===== src/hw/rcf_pkg.sv =====
package rcf_pkg;

  // Register bus geometry
  localparam int         RCF_AW           = 8;

  // Register byte offsets
  localparam logic [7:0] RCF_OFF_CAUSE    = 8'h00;
  localparam logic [7:0] RCF_OFF_IRQ_STAT = 8'h04;
  localparam logic [7:0] RCF_OFF_IRQ_MASK = 8'h08;

  // Field positions in reset_cause_status and the interrupt registers
  localparam int         RCF_BIT_CFG      = 9;
  localparam int         RCF_BIT_REG      = 8;
  localparam int         RCF_BIT_PIN      = 7;
  localparam int         RCF_BIT_SOFT     = 6;
  localparam int         RCF_BIT_WDOG     = 4;
  localparam int         RCF_BIT_SLEEP    = 3;
  localparam int         RCF_BIT_IDLE     = 2;
  localparam int         RCF_BIT_BROWN    = 1;
  localparam int         RCF_BIT_POR      = 0;

  // Hardware-set flags, and all bits software may write
  localparam logic [31:0] RCF_FLAG_MASK   = 32'h0000_02df;
  localparam logic [31:0] RCF_CAUSE_WMASK = 32'h0000_03df;

  // Reset values
  localparam logic [31:0] RCF_CAUSE_RST    = 32'h0000_0003;
  localparam logic [31:0] RCF_IRQ_STAT_RST = 32'h0000_0000;
  localparam logic [31:0] RCF_IRQ_MASK_RST = 32'h0000_0000;
  localparam logic        RCF_PIN_IDLE     = 1'h1;

  // AXI response codes
  localparam logic [1:0]  RCF_RESP_OKAY   = 2'h0;
  localparam logic [1:0]  RCF_RESP_SLVERR = 2'h2;

endpackage


===== src/hw/rcf_pin_sync.sv =====
`timescale 1ns/1ps
`default_nettype none

module rcf_pin_sync #(
  parameter logic RESET_VAL = 1'b1
) (
  // Clock and reset
  input  wire logic core_clk,
  input  wire logic rst,
  // Raw pin and filtered level
  input  wire logic pin_raw,
  output logic      level
);

  logic s1_q;
  logic s2_q;
  logic s3_q;
  logic level_q;

  always_ff @(posedge core_clk or posedge rst) begin
    if (rst) begin
      s1_q <= RESET_VAL;
      s2_q <= RESET_VAL;
      s3_q <= RESET_VAL;
    end else begin
      s1_q <= pin_raw;
      s2_q <= s1_q;
      s3_q <= s2_q;
    end
  end

  // Level moves only once the second and third stages agree
  always_ff @(posedge core_clk or posedge rst) begin
    if (rst) begin
      level_q <= RESET_VAL;
    end else if (s2_q == s3_q) begin
      level_q <= s3_q;
    end
  end

  assign level = level_q;

endmodule

`default_nettype wire


===== src/hw/rcf_reset_cause_flags.sv =====
`timescale 1ns/1ps
`default_nettype none

// Behaviour
// Configuration-mismatch reset sets flag bit 9; zero means none occurred.
// Bit 8 selects regulator in sleep: one on, zero standby tracking; resets zero.
// Master-clear pin reset sets flag bit 7; otherwise it stays zero.
// Software-requested reset sets flag bit 6.
// Watchdog expiry sets flag bit 4.
// Wake or reset while in sleep mode sets flag bit 3.
// Wake or reset while in idle mode sets flag bit 2.
// Brown-out reset sets flag bit 1; it is one after power-on.
// Power-on reset sets flag bit 0; it is one after power-on.
// Software clears brown-out and power-on flags after reading to see the next one.
// All flags are hardware-set and software read/write; others start at zero.
// Bit 5 and bits 31 to 10 read zero and ignore writes.
// Flags set independently and stay set until software clears them.
module rcf_reset_cause_flags (
  // Clock and power-on reset
  input  wire logic                       core_clk,
  input  wire logic                       rst,
  // AXI4-Lite write address
  input  wire logic [rcf_pkg::RCF_AW-1:0] s_axi_awaddr,
  input  wire logic                       s_axi_awvalid,
  output logic                            s_axi_awready,
  // AXI4-Lite write data
  input  wire logic [31:0]                s_axi_wdata,
  input  wire logic [3:0]                 s_axi_wstrb,
  input  wire logic                       s_axi_wvalid,
  output logic                            s_axi_wready,
  // AXI4-Lite write response
  output logic [1:0]                      s_axi_bresp,
  output logic                            s_axi_bvalid,
  input  wire logic                       s_axi_bready,
  // AXI4-Lite read address
  input  wire logic [rcf_pkg::RCF_AW-1:0] s_axi_araddr,
  input  wire logic                       s_axi_arvalid,
  output logic                            s_axi_arready,
  // AXI4-Lite read data
  output logic [31:0]                     s_axi_rdata,
  output logic [1:0]                      s_axi_rresp,
  output logic                            s_axi_rvalid,
  input  wire logic                       s_axi_rready,
  // Reset and wake events from the system, one-cycle pulses
  input  wire logic                       cfg_mismatch_evt,
  input  wire logic                       soft_reset_evt,
  input  wire logic                       watchdog_expiry_evt,
  input  wire logic                       brownout_evt,
  input  wire logic                       wake_evt,
  // Power mode before the event, levels
  input  wire logic                       sleep_mode,
  input  wire logic                       idle_mode,
  // Master-clear pin, asynchronous, active low
  input  wire logic                       master_clear_pin_n,
  // Outputs to the system
  output logic                            regulator_sleep_select,
  output logic                            irq
);

  import rcf_pkg::*;

  typedef enum logic [3:0] {
    RCF_WR_IDLE = 4'h1,
    RCF_WR_ADDR = 4'h2,
    RCF_WR_DATA = 4'h4,
    RCF_WR_RESP = 4'h8
  } rcf_wr_state_t;

  rcf_wr_state_t       wr_state_q;
  rcf_wr_state_t       wr_state_d;
  logic [RCF_AW-1:0]   awaddr_q;
  logic [31:0]         wdata_q;
  logic [3:0]          wstrb_q;
  logic [1:0]          bresp_q;
  logic                rvalid_q;
  logic [31:0]         rdata_q;
  logic [1:0]          rresp_q;

  logic                aw_hs;
  logic                w_hs;
  logic                ar_hs;
  logic                do_write;
  logic [RCF_AW-1:0]   wr_addr;
  logic [31:0]         wr_data;
  logic [3:0]          wr_strb;
  logic [31:0]         byte_mask;
  logic                wr_mapped;

  logic [31:0]         cause_q;
  logic [31:0]         cause_d;
  logic [31:0]         cause_wval;
  logic                cause_wr;
  logic [31:0]         irq_stat_q;
  logic [31:0]         irq_stat_d;
  logic [31:0]         irq_clr;
  logic [31:0]         irq_mask_q;
  logic [31:0]         irq_mask_d;
  logic                stat_wr;
  logic                mask_wr;

  logic [31:0]         rd_data;
  logic                rd_mapped;

  logic                pin_level;
  logic                pin_prev_q;
  logic                pin_reset_evt;
  logic                any_reset_evt;
  logic                wake_or_reset;
  logic [31:0]         hw_set;

  // Write channel: address and data may arrive in either order
  assign aw_hs = s_axi_awvalid && s_axi_awready;
  assign w_hs  = s_axi_wvalid && s_axi_wready;

  always_comb begin
    s_axi_awready = 1'b0;
    s_axi_wready  = 1'b0;
    s_axi_bvalid  = 1'b0;
    do_write      = 1'b0;
    wr_state_d    = wr_state_q;
    unique case (wr_state_q)
      RCF_WR_IDLE: begin
        s_axi_awready = 1'b1;
        s_axi_wready  = 1'b1;
        if (s_axi_awvalid && s_axi_wvalid) begin
          do_write   = 1'b1;
          wr_state_d = RCF_WR_RESP;
        end else if (s_axi_awvalid) begin
          wr_state_d = RCF_WR_ADDR;
        end else if (s_axi_wvalid) begin
          wr_state_d = RCF_WR_DATA;
        end
      end
      RCF_WR_ADDR: begin
        s_axi_wready = 1'b1;
        if (s_axi_wvalid) begin
          do_write   = 1'b1;
          wr_state_d = RCF_WR_RESP;
        end
      end
      RCF_WR_DATA: begin
        s_axi_awready = 1'b1;
        if (s_axi_awvalid) begin
          do_write   = 1'b1;
          wr_state_d = RCF_WR_RESP;
        end
      end
      RCF_WR_RESP: begin
        s_axi_bvalid = 1'b1;
        if (s_axi_bready) begin
          wr_state_d = RCF_WR_IDLE;
        end
      end
      default: begin
        wr_state_d = RCF_WR_IDLE;
      end
    endcase
  end

  always_ff @(posedge core_clk or posedge rst) begin
    if (rst) begin
      wr_state_q <= RCF_WR_IDLE;
    end else begin
      wr_state_q <= wr_state_d;
    end
  end

  // Hold whichever half of the write came first
  always_ff @(posedge core_clk or posedge rst) begin
    if (rst) begin
      awaddr_q <= '0;
      wdata_q  <= '0;
      wstrb_q  <= '0;
    end else begin
      if (aw_hs) begin
        awaddr_q <= s_axi_awaddr;
      end
      if (w_hs) begin
        wdata_q <= s_axi_wdata;
        wstrb_q <= s_axi_wstrb;
      end
    end
  end

  // Late half comes straight from the bus, early half from its hold
  assign wr_addr = (wr_state_q == RCF_WR_ADDR) ? awaddr_q : s_axi_awaddr;
  assign wr_data = (wr_state_q == RCF_WR_DATA) ? wdata_q : s_axi_wdata;
  assign wr_strb = (wr_state_q == RCF_WR_DATA) ? wstrb_q : s_axi_wstrb;

  genvar b;
  generate
    for (b = 0; b < 4; b++) begin : g_byte
      assign byte_mask[8*b +: 8] = {8{wr_strb[b]}};
    end
  endgenerate

  assign cause_wr  = do_write && (wr_addr == RCF_OFF_CAUSE);
  assign stat_wr   = do_write && (wr_addr == RCF_OFF_IRQ_STAT);
  assign mask_wr   = do_write && (wr_addr == RCF_OFF_IRQ_MASK);
  assign wr_mapped = cause_wr || stat_wr || mask_wr;

  always_ff @(posedge core_clk or posedge rst) begin
    if (rst) begin
      bresp_q <= RCF_RESP_OKAY;
    end else if (do_write) begin
      bresp_q <= wr_mapped ? RCF_RESP_OKAY : RCF_RESP_SLVERR;
    end
  end

  assign s_axi_bresp = bresp_q;

  // Read channel: one read outstanding, answer one cycle after address
  assign s_axi_arready = !rvalid_q;
  assign ar_hs         = s_axi_arvalid && s_axi_arready;

  always_comb begin
    rd_data   = '0;
    rd_mapped = 1'b1;
    unique case (s_axi_araddr)
      RCF_OFF_CAUSE:    rd_data = cause_q;
      RCF_OFF_IRQ_STAT: rd_data = irq_stat_q;
      RCF_OFF_IRQ_MASK: rd_data = irq_mask_q;
      default:          rd_mapped = 1'b0;
    endcase
  end

  always_ff @(posedge core_clk or posedge rst) begin
    if (rst) begin
      rvalid_q <= 1'b0;
      rdata_q  <= '0;
      rresp_q  <= RCF_RESP_OKAY;
    end else if (ar_hs) begin
      rvalid_q <= 1'b1;
      rdata_q  <= rd_data;
      rresp_q  <= rd_mapped ? RCF_RESP_OKAY : RCF_RESP_SLVERR;
    end else if (s_axi_rready) begin
      rvalid_q <= 1'b0;
    end
  end

  assign s_axi_rvalid = rvalid_q;
  assign s_axi_rdata  = rdata_q;
  assign s_axi_rresp  = rresp_q;

  // Master-clear pin: filtered, flag taken on assertion
  rcf_pin_sync #(
    .RESET_VAL (RCF_PIN_IDLE)
  ) u_pin_sync (
    .core_clk (core_clk),
    .rst      (rst),
    .pin_raw  (master_clear_pin_n),
    .level    (pin_level)
  );

  // Pin already low at reset release counts as one assertion
  always_ff @(posedge core_clk or posedge rst) begin
    if (rst) begin
      pin_prev_q <= RCF_PIN_IDLE;
    end else begin
      pin_prev_q <= pin_level;
    end
  end

  assign pin_reset_evt = pin_prev_q && !pin_level;

  // Any non-power-on reset also records the prior power mode
  assign any_reset_evt = cfg_mismatch_evt || pin_reset_evt || soft_reset_evt
                      || watchdog_expiry_evt || brownout_evt;
  assign wake_or_reset = wake_evt || any_reset_evt;

  always_comb begin
    hw_set                = '0;
    hw_set[RCF_BIT_CFG]   = cfg_mismatch_evt;
    hw_set[RCF_BIT_PIN]   = pin_reset_evt;
    hw_set[RCF_BIT_SOFT]  = soft_reset_evt;
    hw_set[RCF_BIT_WDOG]  = watchdog_expiry_evt;
    hw_set[RCF_BIT_SLEEP] = wake_or_reset && sleep_mode;
    hw_set[RCF_BIT_IDLE]  = wake_or_reset && idle_mode;
    hw_set[RCF_BIT_BROWN] = brownout_evt;
    // Power-on flag comes only from rst
    hw_set[RCF_BIT_POR]   = 1'b0;
  end

  // Software value merged under byte strobes, reserved bits dropped
  assign cause_wval = ((cause_q & ~byte_mask) | (wr_data & byte_mask))
                    & RCF_CAUSE_WMASK;

  // Per-bit next value; a hardware set beats a same-cycle software clear
  genvar i;
  generate
    for (i = 0; i < 32; i++) begin : g_cause
      if (RCF_FLAG_MASK[i]) begin : g_flag
        assign cause_d[i] = hw_set[i]
                          | (cause_wr ? cause_wval[i] : cause_q[i]);
      end else if (i == RCF_BIT_REG) begin : g_reg
        assign cause_d[i] = cause_wr ? cause_wval[i] : cause_q[i];
      end else begin : g_rsvd
        assign cause_d[i] = 1'b0;
      end
    end
  endgenerate

  // Power-on reset leaves the brown-out and power-on flags set
  always_ff @(posedge core_clk or posedge rst) begin
    if (rst) begin
      cause_q <= RCF_CAUSE_RST;
    end else begin
      cause_q <= cause_d;
    end
  end

  assign regulator_sleep_select = cause_q[RCF_BIT_REG];

  // Interrupt status: sticky, write one to clear, set wins
  assign irq_clr    = stat_wr ? (wr_data & byte_mask) : '0;
  assign irq_stat_d = ((irq_stat_q & ~irq_clr) | hw_set) & RCF_FLAG_MASK;
  assign irq_mask_d = ((irq_mask_q & ~byte_mask) | (wr_data & byte_mask))
                    & RCF_FLAG_MASK;

  always_ff @(posedge core_clk or posedge rst) begin
    if (rst) begin
      irq_stat_q <= RCF_IRQ_STAT_RST;
    end else begin
      irq_stat_q <= irq_stat_d;
    end
  end

  // Mask is plain read/write; reserved bits stay zero
  always_ff @(posedge core_clk or posedge rst) begin
    if (rst) begin
      irq_mask_q <= RCF_IRQ_MASK_RST;
    end else if (mask_wr) begin
      irq_mask_q <= irq_mask_d;
    end
  end

  // Level output while any unmasked status bit stands
  assign irq = |(irq_stat_q & irq_mask_q);

endmodule

`default_nettype wire


===== config.mk =====
export PLATFORM = sky130hd
export DESIGN_NAME = rcf_reset_cause_flags
export DESIGN_NICKNAME = d
export VERILOG_FILES = /design/src/hw/rcf_pkg.sv /design/src/hw/rcf_pin_sync.sv /design/src/hw/rcf_reset_cause_flags.sv
export SDC_FILE = /design/constraint.sdc
export NUM_CORES = 1
export LEC_CHECK = 0
export CAP_MARGIN = 20
export CORE_ASPECT_RATIO = 1.2
export CORE_MARGIN = 2
export CORE_UTILIZATION = 57
export CTS_CLUSTER_SIZE = 28
export DETAILED_ROUTE_END_ITERATION = 12
export DONT_BUFFER_PORTS = 1
export GPL_ROUTABILITY_DRIVEN = 1
export PLACE_DENSITY_LB_ADDON = 0.1
export SYNTH_ARGS = -nofsm -noshare
export SYNTH_HDL_FRONTEND = slang
export SYNTH_SLANG_ARGS = --single-unit

===== constraint.sdc =====
create_clock -name core_clk -period 2.7 [get_ports core_clk]
set_clock_uncertainty 0.15 [all_clocks]
set_input_delay 0.27 -clock core_clk [delete_from_list [all_inputs] [get_ports core_clk]]
set_output_delay 0.27 -clock core_clk [all_outputs]
set_load 0.005 [all_outputs]

Word-level counts from Yosys, hierarchy flattened:

Cells that the tools add are included.

* register bits: 91
* input port bits: 67
* word-level logic and storage cells: 105
* output and inout port bits: 43

* bitwise logic cells: 17
* equality and inequality tests: 13
* mux-type cells: 31
* reduce and logical (&&, ||, !) cells: 27

Operators by type and width (count)
* 10-bit bitwise AND: 5
* 32-bit OR reduction: 1
* 10-bit OR: 3
* 10-bit one-hot mux with 3 select lines: 1
* 4-bit 2-to-1 mux: 6
* 10-bit 2-to-1 mux: 2
* 10-bit NOT: 2
* 8-bit by 3-bit equality test with 1-bit output (second input constant): 2
* 8-bit by 4-bit equality test with 1-bit output (second input constant): 2
* 8-bit zero test: 2
* 1-bit 2-to-1 mux: 16
* 4-bit one-hot mux with 4 select lines: 1
* 1-bit logical AND: 10
* 8-bit 2-to-1 mux: 1
* 1-bit logical OR: 7
* 1-bit OR: 7
* 2-bit 2-to-1 mux: 3
* 2-bit inequality test (second input constant): 3
* 4-bit by 1-bit equality test with 1-bit output (second input constant): 1
* 4-bit by 2-bit equality test with 1-bit output (second input constant): 1
* 4-bit by 3-bit equality test with 1-bit output (second input constant): 1
* 4-bit equality test (second input constant): 1
* 4-bit inequality test (second input constant): 1
* 4-bit AND reduction: 1
* 6 further kinds: 8

Depth between registers and ports, before layout:

* word-level depth: 9
* mapped depth: 7
* mapped depth without buffers: 5

Modules after synthesis:

From an unflattened synthesis, not the netlist that was laid out.

* cells, all modules: 280
* area, all modules: 3251.9 µm²

By module, submodules not included
* rcf_reset_cause_flags: times used 1, area an instance 3131.8 µm², cells each 274, seq. area each 1531.5 µm²
* rcf_pin_sync: times used 1, area an instance 120.1 µm², cells each 6, seq. area each 105.1 µm²

Worst setup path after synthesis:

No wires, ideal clock.

* path kind: register -> register
* from: reg wr_state_q[0]
* to: reg (tool-made name)
* clock period less this slack: 2.657 ns
* slack: 0.043 ns
* setup time: 0.125 ns
* data required time: 2.425 ns
* arrival time: 2.382 ns
* path buffers: 2
* stages on the path, launching flop included: 8
* path through: dfstp_2 -> buf_2 -> nor4b_2 -> or4_1 -> a221o_1 -> buf_6 -> nor3_4 -> mux2_2

RTL lines
* start: declaration: RTL line rcf_reset_cause_flags.sv:69 `rcf_wr_state_t wr_state_q;`
* start signal: assignment: RTL line rcf_reset_cause_flags.sv:164 `wr_state_q <= wr_state_d;`

==> impl_metrics.ini <==
[global_routing]
grt_max_degree = 35
grt_pass1_vias = 2508
antenna_found_initial = 0
grt_util_all_layers_pct = 23.93
grt.overflow.total = 0
grt_pass1_wl_um = 11600

[clocking]
clk_root_buffer_cell = clkbuf_8
post-cts-setup-buffer-count = 0
htreeDepth = 3
numCtsBuffers = 9
postCtsResizedCells = 0
clkSinkCount = 65
clockBufferDepth = 2
worstSkewPairLatency_ns = 0.33
clk_pin_slew_ns = 0.06
cts_tree = built

[synthesis]
synthCells = 287
synth_edf_count = 0
ys_ff_latch = 65
synthDominantCellAreaShare_pct = 43.64
async_reset_ff_share_pct = 100.0
synth_most_common_cell = dfrtp_1
synth_top_area_cell = dfrtp_1
syn_area_um2 = 3268
ys_seq_area_share_pct = 50.08
synth_ff_type = dfrtp_1
syn_area_per_cell_um2 = 11.39
synth_warnings = 0
synth.distinct_cells = 47
synthTopCellsByCount = 57 x dfrtp_1, 44 x mux2_2, 25 x buf_4
synthTopCellsByArea = dfrtp_1 44%, mux2_2 15%, dfstp_2 6.4%

[place]
port_buffers = 0
post-dp-hpwl_um = 4810
globalplace.congestion = 0.7954
dpl_cell_area_um2 = 3354

[worst_setup_path]
critPathKind = reg -> reg
setup.worst_path.end_class = flop
cp-start-kind = flop
cp_max_fo = 4
r2r-start = wr_state_q[0]$_DFFE_PP1P_
reg2reg_setup_slack_ns = 0.20
critical_path_required_ns = 2.77
worstPathArrival_ns = 2.57
cp-startpoint = wr_state_q[0]$_DFFE_PP1P_
ff2ff_path_depth = 6

[power]
powerDensity_nw_per_um2 = 733.1
irDropWorstVdd_mv = 0.5528
p_leak_nw = 1.742

[floorplanning]
start_util_pct = 58.43
die_y_um = 86.95
die_w_um = 73.12
io_pins = 110
core_um2 = 5593
row_count = 30
dieArea_um2 = 6357

[worst_hold_path]
hp-class = in -> reg

[detailed_routing]
finalWirelength_um = 6933
antenna_left = 0
vias = 2336
drtPass1Iterations = 4
drt-initial-drc-count = 108
wl_per_cell_um = 16.95
drcViolationCount = 0
vias_per_cell = 5.711

[layout]
final_area_um2 = 3919
drive_above_1_share_pct = 25.51
synthToLayoutAreaGrowth_pct = 19.91
num_antenna_cells = 0
final_nets = 407

[sta]
hold_viol = 0
slew_headroom_pct = 53.57
setup_viol = 0
worstMarginPinSlew_ns = 0.6954
fmax_ghz = 0.3996
period_minus_slack_ns = 2.503
rsz0062_at_grt = no
drv_slew = 0
min_period_over_period_pct = 92.69
setup_tns_ns = 0

[outcome]
outcome = complete, no violations

[flow_run]
maxCapViolCount = 0
## repair_timing
item                                   CTS  global route
endpoints found under the hold margin   68             1
hold buffers                            34             1
setup endpoints to repair                0             0
## worst max-delay path, stage by stage, from the launching register on
cell and delay, ns:
dfstp_2 0.54, nor4b_2 0.07, or4_1 0.49, a221o_1 0.43, nor3_4 0.20, buf_4 0.16, mux2_2 0.34
## stage by stage
stage          hold WS (ns)  setup WS [ns]  std cells  util [%]  power [W]
2_1_floorplan        0.1245        0.04307        311         -   0.001825
3_3_place_gp         0.1245        0.03951        358     59.98   0.001924
3_5_place_dp         0.1245        0.01838        358     59.98   0.001954
4_1_cts            0.008757         0.1766        408     69.89   0.002894
5_1_grt            0.002346        0.06161        409     70.07   0.003026
6_report            0.01825         0.1974        409     70.07   0.002873
## cells in the final DEF, fill, tap and decap left out, types with 2 or more instances in the layout
cell,n
a22o_1,2
a21oi_1,5
a21o_1,2
clkbuf_8,10
o21ai_0,9
bufinv_16,2
nand2b_1,4
nor2_1,18
a2111oi_0,2
mux2i_1,9
nand3_1,9
buf_4,17
nand2_1,10
nor2b_1,5
or4_1,4
nor4b_2,2
inv_1,15
nor3_1,5
clkbuf_1,3
a31oi_1,2
dfrtp_1,57
mux2_2,44
nor3b_1,2
dlygate4sd3_1,35
a222oi_1,8
dfstp_2,8
a22oi_1,4
xnor2_1,2
nor4_1,6
conb_1,25
## worst min-delay path by stage
stage	startpoint	slack [ns]	cells after the start	to
after floorplan	master_clear_pin_n	0.12	0	u_pin_sync.s1_q$_DFF_PP1_
after global placement	master_clear_pin_n	0.12	0	u_pin_sync.s1_q$_DFF_PP1_
after detailed placement	master_clear_pin_n	0.12	0	u_pin_sync.s1_q$_DFF_PP1_
after CTS	watchdog_expiry_evt	0.009	2	cause_q[4]$_DFF_PP0_
after global routing	watchdog_expiry_evt	0.002	2	cause_q[4]$_DFF_PP0_
final	watchdog_expiry_evt	0.02	2	cause_q[4]$_DFF_PP0_
## cells by family (layout without fill, tap and decap cells)
group / after synthesis / after routing / synth area share [%]
xor+xnor: 2 / 2 / 0.5361
other cells: 1 / 25 / 0.1147
simple gates: 69 / 69 / 11.52
flops: 65 / 65 / 50.08
mux: 53 / 53 / 17.92
buf+inv: 51 / 85 / 9.112
compound gates: 45 / 45 / 10.41
fa+ha+maj: 1 / 1 / 0.3063
## cell type report
type                            count  area [um^2]
Fill cell                         427         1674
Sequential cell                    65         1637
Multi-Input combinational cell    195         1430
Timing Repair Buffer               53        498.0
Clock buffer                       13        148.9
Tap cell                           64        80.08
Clock inverter                      3        65.06
Inverter                           16        60.06
## per-layer routing
layer  vias to the layer above  track usage, %  routed length [um]
met5                         -               0                   0
met4                         0           11.78                 100
met3                         9           5.903                 318
met2                        69           41.20                3577
met1                      1150           27.38                2936
li1                       1108               -                   -
## where the power goes
| group | internal, W | switching (W) |
|---|---|---|
| sequential | 0.00117 | 0.000111 |
| combinational | 0.000374 | 0.000323 |
| clock | 0.000545 | 0.000349 |
| total | 0.00209 | 0.000783 |
No activity file was read; power rests on OpenSTA's default activity.
